`config.mk`:
```
export PLATFORM = sky130hd
export DESIGN_NAME = asr_rx_status
export DESIGN_NICKNAME = d
export VERILOG_FILES = /design/src/asr_pkg.sv /design/src/asr_fifo_if.sv /design/src/asr_rx_status.sv /design/src/asr_sync.sv /design/src/asr_fifo.sv
export SDC_FILE = /design/constraint.sdc
export NUM_CORES = 1
export LEC_CHECK = 0
export CORE_UTILIZATION = 45
export DETAILED_ROUTE_END_ITERATION = 10
export DONT_BUFFER_PORTS = 1
export HOLD_SLACK_MARGIN = 0.15
export PLACE_DENSITY_LB_ADDON = 0.1
export SLEW_MARGIN = 20
export SYNTH_ARGS = -nofsm -noshare
export SYNTH_HDL_FRONTEND = slang
export SYNTH_SLANG_ARGS = --single-unit
```
`constraint.sdc`:
```
create_clock -name CLK_I -period 3.68 [get_ports CLK_I]
set_clock_uncertainty 0.05 [all_clocks]
set_input_delay 0.184 -clock CLK_I [delete_from_list [all_inputs] [get_ports CLK_I]]
set_output_delay 0.184 -clock CLK_I [all_outputs]
set_load 0.01 [all_outputs]
```
`src/asr_pkg.sv`:
```
package asr_pkg;

  localparam int unsigned DATA_W         = 8;
  localparam int unsigned ADDR_W         = 8;

  // i/o addresses of the registers this block answers
  localparam logic [7:0]  LINE_STATUS_0_ADDR = 8'h04;
  localparam logic [7:0]  TX_HOLDING_0_ADDR  = 8'h06;
  localparam logic [7:0]  RX_HOLDING_0_ADDR  = 8'h08;
  localparam logic [7:0]  RX_HOLDING_1_ADDR  = 8'h09;

  // line_status_0 field positions
  localparam int unsigned RX_FULL_BIT    = 7;
  localparam int unsigned OVERRUN_BIT    = 6;
  localparam int unsigned PARITY_BIT     = 5;
  localparam int unsigned FRAMING_BIT    = 4;
  localparam int unsigned RX_IRQ_EN_BIT  = 3;
  localparam int unsigned CARRIER_BIT    = 2;
  localparam int unsigned TX_EMPTY_BIT   = 1;
  localparam int unsigned TX_IRQ_EN_BIT  = 0;

  // reset values
  localparam logic [7:0]  STATUS_RST     = 8'h00;
  localparam logic [7:0]  HOLDING_RST    = 8'h00;
  localparam logic        TX_EMPTY_RST   = 1'b1;
  localparam logic        SYNC_RST       = 1'b0;

  // receive buffering depths
  localparam int unsigned RX_DEPTH_DOC   = 4;
  localparam int unsigned FIFO_DEPTH_DEF = 16;

  typedef enum logic [0:0] {
    RX_ACCEPT  = 1'b0,
    RX_STALLED = 1'b1
  } asr_rx_state_t;

endpackage

```
`src/asr_fifo_if.sv`:
```
`timescale 1ns/1ps
interface asr_fifo_if #(
  parameter int unsigned WIDTH = 8
);
  logic             in_valid;
  logic             in_ready;
  logic [WIDTH-1:0] in_data;
  logic             out_valid;
  logic             out_ready;
  logic [WIDTH-1:0] out_data;

  modport fifo (input in_valid, in_data, out_ready,
                output in_ready, out_valid, out_data);
  modport user (output in_valid, in_data, out_ready,
                input in_ready, out_valid, out_data);
endinterface

```
`src/asr_rx_status.sv`:
```
`timescale 1ns/1ps
module asr_rx_status #(
  parameter int unsigned RX_DEPTH = asr_pkg::RX_DEPTH_DOC
) (
  input  wire logic                        CLK_I,
  input  wire logic                        SYS_RST_I,
  // processor i/o port
  input  wire logic [asr_pkg::ADDR_W-1:0]  IO_ADDR_I,
  input  wire logic [asr_pkg::DATA_W-1:0]  IO_WDATA_I,
  input  wire logic                        IO_WR_I,
  input  wire logic                        IO_RD_I,
  output logic      [asr_pkg::DATA_W-1:0]  IO_RDATA_O,
  // receive shifter handoff
  input  wire logic                        RX_BYTE_VALID_I,
  input  wire logic [asr_pkg::DATA_W-1:0]  RX_BYTE_I,
  input  wire logic                        RX_PARITY_BAD_I,
  input  wire logic                        RX_STOP_BIT_I,
  output logic                             RX_SHIFT_READY_O,
  output logic                             RX_RESET_O,
  // control bits held elsewhere
  input  wire logic                        PARITY_ENABLE_SEL_I,
  input  wire logic                        ERR_FLAG_CLEAR_I,
  input  wire logic                        IO_HALT_MODE_I,
  // modem pins
  input  wire logic                        CARRIER_DETECT_I,
  input  wire logic                        CLEAR_TO_SEND_I,
  // transmit shifter handoff
  input  wire logic                        TX_SHIFT_LOAD_I,
  output logic                             TX_HOLD_FULL_O,
  // interrupt requests
  output logic                             RX_IRQ_O,
  output logic                             TX_IRQ_O
);
  import asr_pkg::*;

  function automatic logic addr_hit(input logic [ADDR_W-1:0] addr,
                                    input logic [ADDR_W-1:0] target);
    addr_hit = (addr == target);
  endfunction

  // modem pin synchronisers
  logic [1:0] pins_s;
  logic       carrier_s;
  logic       cts_s;

  asr_sync #(
    .WIDTH (2)
  ) u_sync (
    .clk_i (CLK_I),
    .rst_i (SYS_RST_I),
    .d_i   ({CARRIER_DETECT_I, CLEAR_TO_SEND_I}),
    .q_o   (pins_s)
  );

  assign carrier_s = pins_s[1];
  assign cts_s     = pins_s[0];

  // register access decode
  logic stat_rd;
  logic stat_wr;
  logic hold0_rd;
  logic hold0_wr;
  logic hold1_wr;
  logic tx_hold_wr;

  always_comb begin
    stat_rd    = IO_RD_I && addr_hit(IO_ADDR_I, LINE_STATUS_0_ADDR);
    stat_wr    = IO_WR_I && addr_hit(IO_ADDR_I, LINE_STATUS_0_ADDR);
    hold0_rd   = IO_RD_I && addr_hit(IO_ADDR_I, RX_HOLDING_0_ADDR);
    hold0_wr   = IO_WR_I && addr_hit(IO_ADDR_I, RX_HOLDING_0_ADDR);
    hold1_wr   = IO_WR_I && addr_hit(IO_ADDR_I, RX_HOLDING_1_ADDR);
    tx_hold_wr = IO_WR_I && addr_hit(IO_ADDR_I, TX_HOLDING_0_ADDR);
  end

  // receive buffering
  asr_fifo_if #(.WIDTH(DATA_W)) rx_q ();

  logic carrier_r;
  logic rx_flush;

  // carrier high or io halt empties the buffer and drops rx_full_flag
  assign rx_flush = carrier_s || IO_HALT_MODE_I;

  asr_fifo #(
    .WIDTH (DATA_W),
    .DEPTH (RX_DEPTH)
  ) u_rx_fifo (
    .clk_i   (CLK_I),
    .rst_i   (SYS_RST_I),
    .flush_i (rx_flush),
    .port    (rx_q.fifo)
  );

  // the buffer head is the holding register; its valid is rx_full_flag
  logic rx_full_flag;
  assign rx_full_flag = rx_q.out_valid;
  assign rx_q.out_ready = hold0_rd;

  // shifter handoff: one stalled byte may wait for room
  asr_rx_state_t            rx_state_r;
  asr_rx_state_t            rx_state_nxt;
  logic [DATA_W-1:0]        pend_data_r;
  logic [DATA_W-1:0]        pend_data_nxt;
  logic                     rx_shift_ready_r;
  logic                     rx_shift_ready_nxt;
  logic                     rx_take;
  logic                     overrun_set;

  // no byte is taken while the receiver is held in reset or halted
  assign rx_take = RX_BYTE_VALID_I && !carrier_r && !IO_HALT_MODE_I;
  // a byte that finds no room in the holding stage is an overrun
  assign overrun_set = rx_take && !rx_q.in_ready;

  always_comb begin
    rx_state_nxt  = rx_state_r;
    pend_data_nxt = pend_data_r;
    rx_q.in_valid = 1'b0;
    rx_q.in_data  = RX_BYTE_I;
    unique case (rx_state_r)
      RX_ACCEPT: begin
        if (rx_take) begin
          // errored bytes are loaded just like good ones
          rx_q.in_valid = 1'b1;
          if (!rx_q.in_ready) begin
            rx_state_nxt  = RX_STALLED;
            pend_data_nxt = RX_BYTE_I;
          end
        end
      end
      RX_STALLED: begin
        rx_q.in_valid = 1'b1;
        rx_q.in_data  = pend_data_r;
        if (rx_take) begin
          // the newer byte overwrites the one still waiting
          pend_data_nxt = RX_BYTE_I;
        end else if (rx_q.in_ready) begin
          rx_state_nxt = RX_ACCEPT;
        end
      end
    endcase
    if (SYS_RST_I || rx_flush || carrier_r) begin
      rx_state_nxt  = RX_ACCEPT;
      pend_data_nxt = HOLDING_RST;
    end
    rx_shift_ready_nxt = (rx_state_nxt == RX_ACCEPT);
  end

  always_ff @(posedge CLK_I) begin
    rx_state_r       <= rx_state_nxt;
    pend_data_r      <= pend_data_nxt;
    rx_shift_ready_r <= rx_shift_ready_nxt;
  end

  // error flags
  logic overrun_flag_r;
  logic overrun_flag_nxt;
  logic parity_err_flag_r;
  logic parity_err_flag_nxt;
  logic framing_err_flag_r;
  logic framing_err_flag_nxt;
  logic parity_set;
  logic framing_set;
  logic err_zap;

  assign parity_set  = rx_take && PARITY_ENABLE_SEL_I &&
                       RX_PARITY_BAD_I;
  assign framing_set = rx_take && !RX_STOP_BIT_I;
  assign err_zap     = SYS_RST_I || carrier_s || IO_HALT_MODE_I;

  // a set in the same cycle as a software clear wins
  always_comb begin
    overrun_flag_nxt     = overrun_set ||
                           (overrun_flag_r && !ERR_FLAG_CLEAR_I);
    parity_err_flag_nxt  = parity_set ||
                           (parity_err_flag_r && !ERR_FLAG_CLEAR_I);
    framing_err_flag_nxt = framing_set ||
                           (framing_err_flag_r && !ERR_FLAG_CLEAR_I);
    if (err_zap) begin
      overrun_flag_nxt     = 1'b0;
      parity_err_flag_nxt  = 1'b0;
      framing_err_flag_nxt = 1'b0;
    end
  end

  always_ff @(posedge CLK_I) begin
    overrun_flag_r     <= overrun_flag_nxt;
    parity_err_flag_r  <= parity_err_flag_nxt;
    framing_err_flag_r <= framing_err_flag_nxt;
  end

  // carrier detect status and its rising-edge event
  logic carrier_nxt;
  logic carrier_seen_r;
  logic carrier_seen_nxt;
  logic carrier_rise_r;
  logic carrier_rise_nxt;

  always_comb begin
    // input high wins over the read that would clear the bit
    carrier_nxt      = carrier_s || (carrier_r && !stat_rd);
    carrier_seen_nxt = carrier_s;
    // the edge is kept until software looks at the status register
    carrier_rise_nxt = (carrier_s && !carrier_seen_r) ||
                       (carrier_rise_r && !stat_rd);
    if (SYS_RST_I) begin
      carrier_nxt      = 1'b0;
      carrier_seen_nxt = 1'b0;
      carrier_rise_nxt = 1'b0;
    end
  end

  always_ff @(posedge CLK_I) begin
    carrier_r      <= carrier_nxt;
    carrier_seen_r <= carrier_seen_nxt;
    carrier_rise_r <= carrier_rise_nxt;
  end

  // transmit empty flag
  logic tx_empty_flag_r;
  logic tx_empty_flag_nxt;
  logic tx_hold_full_r;
  logic tx_hold_full_nxt;
  logic tx_empty_view;

  always_comb begin
    tx_empty_flag_nxt = tx_empty_flag_r;
    if (tx_hold_wr) tx_empty_flag_nxt = 1'b0;
    // the shifter load is the hardware set and wins over the write
    if (TX_SHIFT_LOAD_I) tx_empty_flag_nxt = 1'b1;
    if (SYS_RST_I || IO_HALT_MODE_I) begin
      tx_empty_flag_nxt = TX_EMPTY_RST;
    end
    tx_hold_full_nxt = !tx_empty_flag_nxt;
  end

  always_ff @(posedge CLK_I) begin
    tx_empty_flag_r <= tx_empty_flag_nxt;
    tx_hold_full_r  <= tx_hold_full_nxt;
  end

  // clear-to-send only masks the flag seen by software and interrupts
  assign tx_empty_view = tx_empty_flag_r && !cts_s;

  // enables and software-written holding values
  logic              rx_irq_en_r;
  logic              rx_irq_en_nxt;
  logic              tx_irq_en_r;
  logic              tx_irq_en_nxt;
  logic [DATA_W-1:0] sw_hold0_r;
  logic [DATA_W-1:0] sw_hold0_nxt;
  logic [DATA_W-1:0] hold1_r;
  logic [DATA_W-1:0] hold1_nxt;

  always_comb begin
    rx_irq_en_nxt = rx_irq_en_r;
    tx_irq_en_nxt = tx_irq_en_r;
    sw_hold0_nxt  = sw_hold0_r;
    hold1_nxt     = hold1_r;
    if (stat_wr) begin
      rx_irq_en_nxt = IO_WDATA_I[RX_IRQ_EN_BIT];
      tx_irq_en_nxt = IO_WDATA_I[TX_IRQ_EN_BIT];
    end
    // only lands while nothing received is waiting to be read
    if (hold0_wr && !rx_full_flag) sw_hold0_nxt = IO_WDATA_I;
    if (hold1_wr) hold1_nxt = IO_WDATA_I;
    if (SYS_RST_I) begin
      rx_irq_en_nxt = STATUS_RST[RX_IRQ_EN_BIT];
      tx_irq_en_nxt = STATUS_RST[TX_IRQ_EN_BIT];
      sw_hold0_nxt  = HOLDING_RST;
      hold1_nxt     = HOLDING_RST;
    end
  end

  always_ff @(posedge CLK_I) begin
    rx_irq_en_r <= rx_irq_en_nxt;
    tx_irq_en_r <= tx_irq_en_nxt;
    sw_hold0_r  <= sw_hold0_nxt;
    hold1_r     <= hold1_nxt;
  end

  // read data and interrupt requests
  logic [DATA_W-1:0] status_view;
  logic [DATA_W-1:0] rdata_r;
  logic [DATA_W-1:0] rdata_nxt;
  logic              rx_irq_r;
  logic              rx_irq_nxt;
  logic              tx_irq_r;
  logic              tx_irq_nxt;

  always_comb begin
    status_view                = STATUS_RST;
    status_view[RX_FULL_BIT]   = rx_full_flag;
    status_view[OVERRUN_BIT]   = overrun_flag_r;
    status_view[PARITY_BIT]    = parity_err_flag_r;
    status_view[FRAMING_BIT]   = framing_err_flag_r;
    status_view[RX_IRQ_EN_BIT] = rx_irq_en_r;
    status_view[CARRIER_BIT]   = carrier_r;
    status_view[TX_EMPTY_BIT]  = tx_empty_view;
    status_view[TX_IRQ_EN_BIT] = tx_irq_en_r;
  end

  always_comb begin
    rdata_nxt = rdata_r;
    if (stat_rd) rdata_nxt = status_view;
    if (hold0_rd) begin
      rdata_nxt = rx_full_flag ? rx_q.out_data : sw_hold0_r;
    end
    if (IO_RD_I && addr_hit(IO_ADDR_I, RX_HOLDING_1_ADDR)) begin
      rdata_nxt = hold1_r;
    end
    // the irq lags its cause by one clock so the pin comes from a flop
    rx_irq_nxt = rx_irq_en_r && (rx_full_flag || overrun_flag_r ||
                 parity_err_flag_r || framing_err_flag_r ||
                 carrier_rise_r);
    tx_irq_nxt = tx_irq_en_r && tx_empty_view;
    if (SYS_RST_I) begin
      rdata_nxt  = HOLDING_RST;
      rx_irq_nxt = 1'b0;
      tx_irq_nxt = 1'b0;
    end
  end

  always_ff @(posedge CLK_I) begin
    rdata_r  <= rdata_nxt;
    rx_irq_r <= rx_irq_nxt;
    tx_irq_r <= tx_irq_nxt;
  end

  assign IO_RDATA_O       = rdata_r;
  assign RX_SHIFT_READY_O = rx_shift_ready_r;
  assign RX_RESET_O       = carrier_r;
  assign TX_HOLD_FULL_O   = tx_hold_full_r;
  assign RX_IRQ_O         = rx_irq_r;
  assign TX_IRQ_O         = tx_irq_r;

endmodule

```
`src/asr_sync.sv`:
```
`timescale 1ns/1ps
module asr_sync #(
  parameter int unsigned WIDTH = 2
) (
  input  wire logic             clk_i,
  input  wire logic             rst_i,
  input  wire logic [WIDTH-1:0] d_i,
  output logic      [WIDTH-1:0] q_o
);
  import asr_pkg::*;

  logic [WIDTH-1:0] meta_r;
  logic [WIDTH-1:0] meta_nxt;
  logic [WIDTH-1:0] q_nxt;

  always_comb begin
    meta_nxt = rst_i ? {WIDTH{SYNC_RST}} : d_i;
    q_nxt    = rst_i ? {WIDTH{SYNC_RST}} : meta_r;
  end

  always_ff @(posedge clk_i) begin
    meta_r <= meta_nxt;
    q_o    <= q_nxt;
  end
endmodule

```
`src/asr_fifo.sv`:
```
`timescale 1ns/1ps
module asr_fifo #(
  parameter int unsigned WIDTH = 8,
  parameter int unsigned DEPTH = 16
) (
  input  wire logic clk_i,
  input  wire logic rst_i,
  input  wire logic flush_i,
  asr_fifo_if.fifo  port
);
  localparam int unsigned PTR_W = (DEPTH > 1) ? $clog2(DEPTH) : 1;
  localparam int unsigned CNT_W = $clog2(DEPTH + 1);
  localparam logic [PTR_W-1:0] LAST = PTR_W'(DEPTH - 1);
  localparam logic [CNT_W-1:0] FULL = CNT_W'(DEPTH);

  logic [WIDTH-1:0] mem [DEPTH];
  logic [PTR_W-1:0] wr_ptr_r;
  logic [PTR_W-1:0] wr_ptr_nxt;
  logic [PTR_W-1:0] rd_ptr_r;
  logic [PTR_W-1:0] rd_ptr_nxt;
  logic [CNT_W-1:0] count_r;
  logic [CNT_W-1:0] count_nxt;
  logic             push;
  logic             pop;

  assign port.in_ready  = (count_r != FULL);
  assign port.out_valid = (count_r != '0);
  assign port.out_data  = mem[rd_ptr_r];
  assign push = port.in_valid && port.in_ready;
  assign pop  = port.out_ready && port.out_valid;

  always_comb begin
    wr_ptr_nxt = wr_ptr_r;
    rd_ptr_nxt = rd_ptr_r;
    count_nxt  = count_r;
    if (push) wr_ptr_nxt = (wr_ptr_r == LAST) ? '0 : wr_ptr_r + 1'b1;
    if (pop)  rd_ptr_nxt = (rd_ptr_r == LAST) ? '0 : rd_ptr_r + 1'b1;
    if (push && !pop) count_nxt = count_r + 1'b1;
    if (pop && !push) count_nxt = count_r - 1'b1;
    if (rst_i || flush_i) begin
      wr_ptr_nxt = '0;
      rd_ptr_nxt = '0;
      count_nxt  = '0;
    end
  end

  always_ff @(posedge clk_i) begin
    wr_ptr_r <= wr_ptr_nxt;
    rd_ptr_r <= rd_ptr_nxt;
    count_r  <= count_nxt;
    if (push) begin
      mem[wr_ptr_r] <= port.in_data;
    end
  end
endmodule

```
==> results by group <==
Route
  – Number of detailed-routing iterations run before antenna repair: 4
  – Detailed-route vias per instance: approximately 5.6
  – Post-detailed-route DRC marker count: 0
  – Wire length per cell after detailed routing: 17.3 um
  – First DRT Iteration DRCs: 86
  – Post-detailed-routing wire length: between 8000 and 9000 um
  – Vias post-DR: roughly 2600
  – Antenna Nets Post-Route: 0

Synth
  – Cell area after synthesis: roughly 0.0037 mm2
  – FFs w/ async S/R, synth: 0%
  – Number of synthesis warnings: 0
  – Cell count after synthesis: between 300 and 400
  – Sequential fraction of the synthesis area: a little under three fifths
  – Count of distinct cell types in the synthesized netlist: 46
  – Post-synth EDFFs: 32
  – Dominant register cell in the synthesized netlist: sky130_fd_sc_hd__dfxtp_1
  – Count of state elements after synthesis: between 90 and 100
  – Mapped Nets: 369
  – Post-synthesis area per instance: about 12 um2

Die
  – # IOs: 50
  – Vert. Die Dim: roughly 93 um
  – Initial Util: a little under half
  – Core Box Area: around 0.0079 mm2
  – Width of the die: ~93 um
  – Overall die area: 0.00868 mm2
  – Total number of placement rows: 32

Placement
  – Post-placement worst setup slack: 1100 ps
  – Post-DP HPWL: about 5300 um
  – Placer Congestion: between 0.7 and 0.8
  – Placed cell areas: approximately 0.0038 mm2
  – PortBufs: 0

Power and ir drop
  – Leak: ~1.5 nW
  – IR drop worst, VDD: ~270 uV
  – Overall power after layout: about 1.8 mW
  – Power per cell area: around 400 mW/mm2

Timing
  – Post-route worst hold slack: roughly 160 ps
  – Transition at the pin with the smallest max-transition slack: roughly 1100 ps
  – Final-report setup violation count: 0
  – Setup TNS: 0 ps
  – Number of endpoints with negative hold slack in the final report: 0
  – Slew Limit Fails: 0
  – RSZ-0062 raised after global routing: false
  – Min cycle time layout: between 3000 and 4000 ps
  – Rel. slew slack: 29.3%
  – Fmax achieved: 309 MHz
  – Part of the cycle the worst path needs: just under 90%
  – PnR worst setup slack: about 440 ps

Critical path
  – CP Class: flop to flop
  – CP endpoint kind: flop
  – Launching element type of the critical path: flop
  – Count of cells along the worst register-to-register path: 6
  – CP dominant cell by count: sky130_fd_sc_hd__dlygate4sd3_1
  – Worst path depth: 6
  – Critical-path maximum fanout: 8
  – Worst endpoint required time: just under 4000 ps
  – Worst r2r src: u_rx_fifo.count_r[0]
  – Master of the slowest instance on the critical path: sky130_fd_sc_hd__nor3_1
  – Worst reg2reg setup slack: around 440 ps
  – Count of buffering cells on the critical path with inverters included: 2
  – Critical R2R Capture: sw_hold0_r[3]
  – Family with the most delay on the worst path: simple AND/OR/NAND/NOR gates
  – CP peak stage delay: between 800 and 900 ps
  – Cells along the critical path: or3_1 -> nor3_1 -> nand3_1 -> dlygate4sd3_1 -> a21oi_1 -> dlygate4sd3_1
  – Worst Setup EP: sw_hold0_r[3]
  – Start point of the critical path: u_rx_fifo.count_r[0]
  – Data arrival time of the worst path: 3490 ps

Finish
  – Layout area overhead: 17.8%
  – Fillers: between 700 and 800
  – Post-route cell area: about 0.0044 mm2
  – Most used cells in the layout excluding fill and tap cells: 59 x sky130_fd_sc_hd__dfxtp_1, 40 x sky130_fd_sc_hd__dlygate4sd3_1, 33 x sky130_fd_sc_hd__nor2_1, 32 x sky130_fd_sc_hd__edfxtp_1, 26 x sky130_fd_sc_hd__a21oi_1
  – Most frequent standard cell in the layout excluding fill and tap cells: sky130_fd_sc_hd__dfxtp_1
  – Layout cells sized above 1: 11.2%
  – Number of inserted diodes: 0
  – Final nets: roughly 410

CTS
  – Insertion delay to the later sink of the worst-skew pair: 360 ps
  – Inserted Clock Buffers: 9
  – Clock tree from TritonCTS: done
  – CTS clock-pin slew for the worst setup and hold paths: around 90 ps
  – Buffer levels on the longest clock path: 2
  – Clock tree root buffer cell: sky130_fd_sc_hd__clkbuf_8
  – Number of clock sinks seen by CTS: between 90 and 100
  – Max H-tree Level: 3
  – Setup bufs post-CTS: 0

Global route
  – Global-route wire length before repair: around 13000 um
  – Maximum number of pins on one net before global-route repair: 38
  – Initial antenna violation count: 0
  – All-layer global routing usage: between 20% and 30%
  – Via count of the first global-routing pass: 2698
  – Leftover overflow at the end of global routing: 0

Status
  – Run status: complete, no violations

Worst hold path
  – Path class of the lowest-slack min-delay path: input pin to flop

Flow run
  – Max-cap viol count: 0
==> worst min-delay path, cell delays in order <==
cell,delay [ps]
sky130_fd_sc_hd__nor4bb_2,20
sky130_fd_sc_hd__buf_4,180
sky130_fd_sc_hd__nand3_1,90
sky130_fd_sc_hd__a21oi_1,50
==> flip-flops by register name, summed over array words and instances, names as in the netlist, 3 cells and up, named ones only <==
signal,cells
u_rx_fifo.mem,32
IO_RDATA_O,8
hold1_r,8
pend_data_r,8
sw_hold0_r,8
u_rx_fifo.count_r,3
==> final cells by class <==
| type | instances | area [um2] | area share (%) |
|---|---|---|---|
| clock buffer | 12 | 155 | 3.52 |
| clock inverter | 4 | 25.0 | 0.568 |
| inverter | 10 | 37.5 | 0.852 |
| multi-input combinational | 207 | 1490 | 33.8 |
| sequential | 91 | 2140 | 48.6 |
| tap | 102 | 128 | 2.90 |
| timing repair buffer | 42 | 428 | 9.72 |
==> routing by layer <==
layer  GRT usage (%)  vias to the layer above  part of all wire (%)
met3            6.26                       17                   6.5
met4            7.95                        0                   2.2
met1            23.7                     1246                    41
li1                -                     1260                     -
met5               0                        -                     0
met2            36.3                       79                    50
==> cells in the mapped netlist (all sizes together), types with 4 or more instances <==
cell    instances  share of area, %
dfxtp          59                32
nor2           34               3.5
edfxtp         32                26
a21oi          26               3.5
nand2          19               1.9
nand3          19               2.5
mux2i          13               3.5
o21ai          11               1.6
clkbuf         10               1.0
inv            10               1.0
mux2            8               2.4
mux4            8               4.8
a311oi          7               1.6
buf             7               1.1
nor2b           7               1.2
a222oi          6               1.6
ha              6               2.0
nand2b          5              0.84
or3             5              0.84
and2            4              0.67
==> power breakdown <==
| group | internal (mW) | switching (mW) |
|---|---|---|
| registers | 1.05 | 0.00586 |
| logic | 0.0452 | 0.0511 |
| clock network | 0.280 | 0.334 |
| total | 1.37 | 0.391 |
==> what timing repair did <==
action	4_1_cts	5_1_grt
resized for setup	0	0
hold endpoints to repair	82	0
hold buffers	41	0
==> cell families after synthesis <==
group                    share of synthesized area (%)
flip-flops                                        57.3
AO/OA/AOI/OAI                                     10.5
AND/OR/NAND/NOR                                   15.5
multiplexers                                      10.7
adder cells (fa/ha/maj)                           2.54
buffers and inverters                             3.08
XOR/XNOR                                         0.468
==> stage by stage <==
step,cells,util (%)
floorplan,325,-
global placement,411,48.2
detailed placement,411,48.2
CTS,468,55.8
global route,468,55.8
finish,468,55.8
==> worst min-delay path by stage <==
stage / cells past startpoint / endpoint / from
after floorplan: 1 / TX_HOLD_FULL_O / IO_HALT_MODE_I
after global placement: 1 / carrier_seen_r / SYS_RST_I
after detailed placement: 1 / u_sync.meta_r[0] / SYS_RST_I
after CTS: 4 / hold1_r[1] / IO_ADDR_I[1]
after global routing: 4 / hold1_r[6] / IO_ADDR_I[1]
final: 4 / hold1_r[3] / IO_ADDR_I[1]
Note: power is estimated with default switching activity, not from simulation.
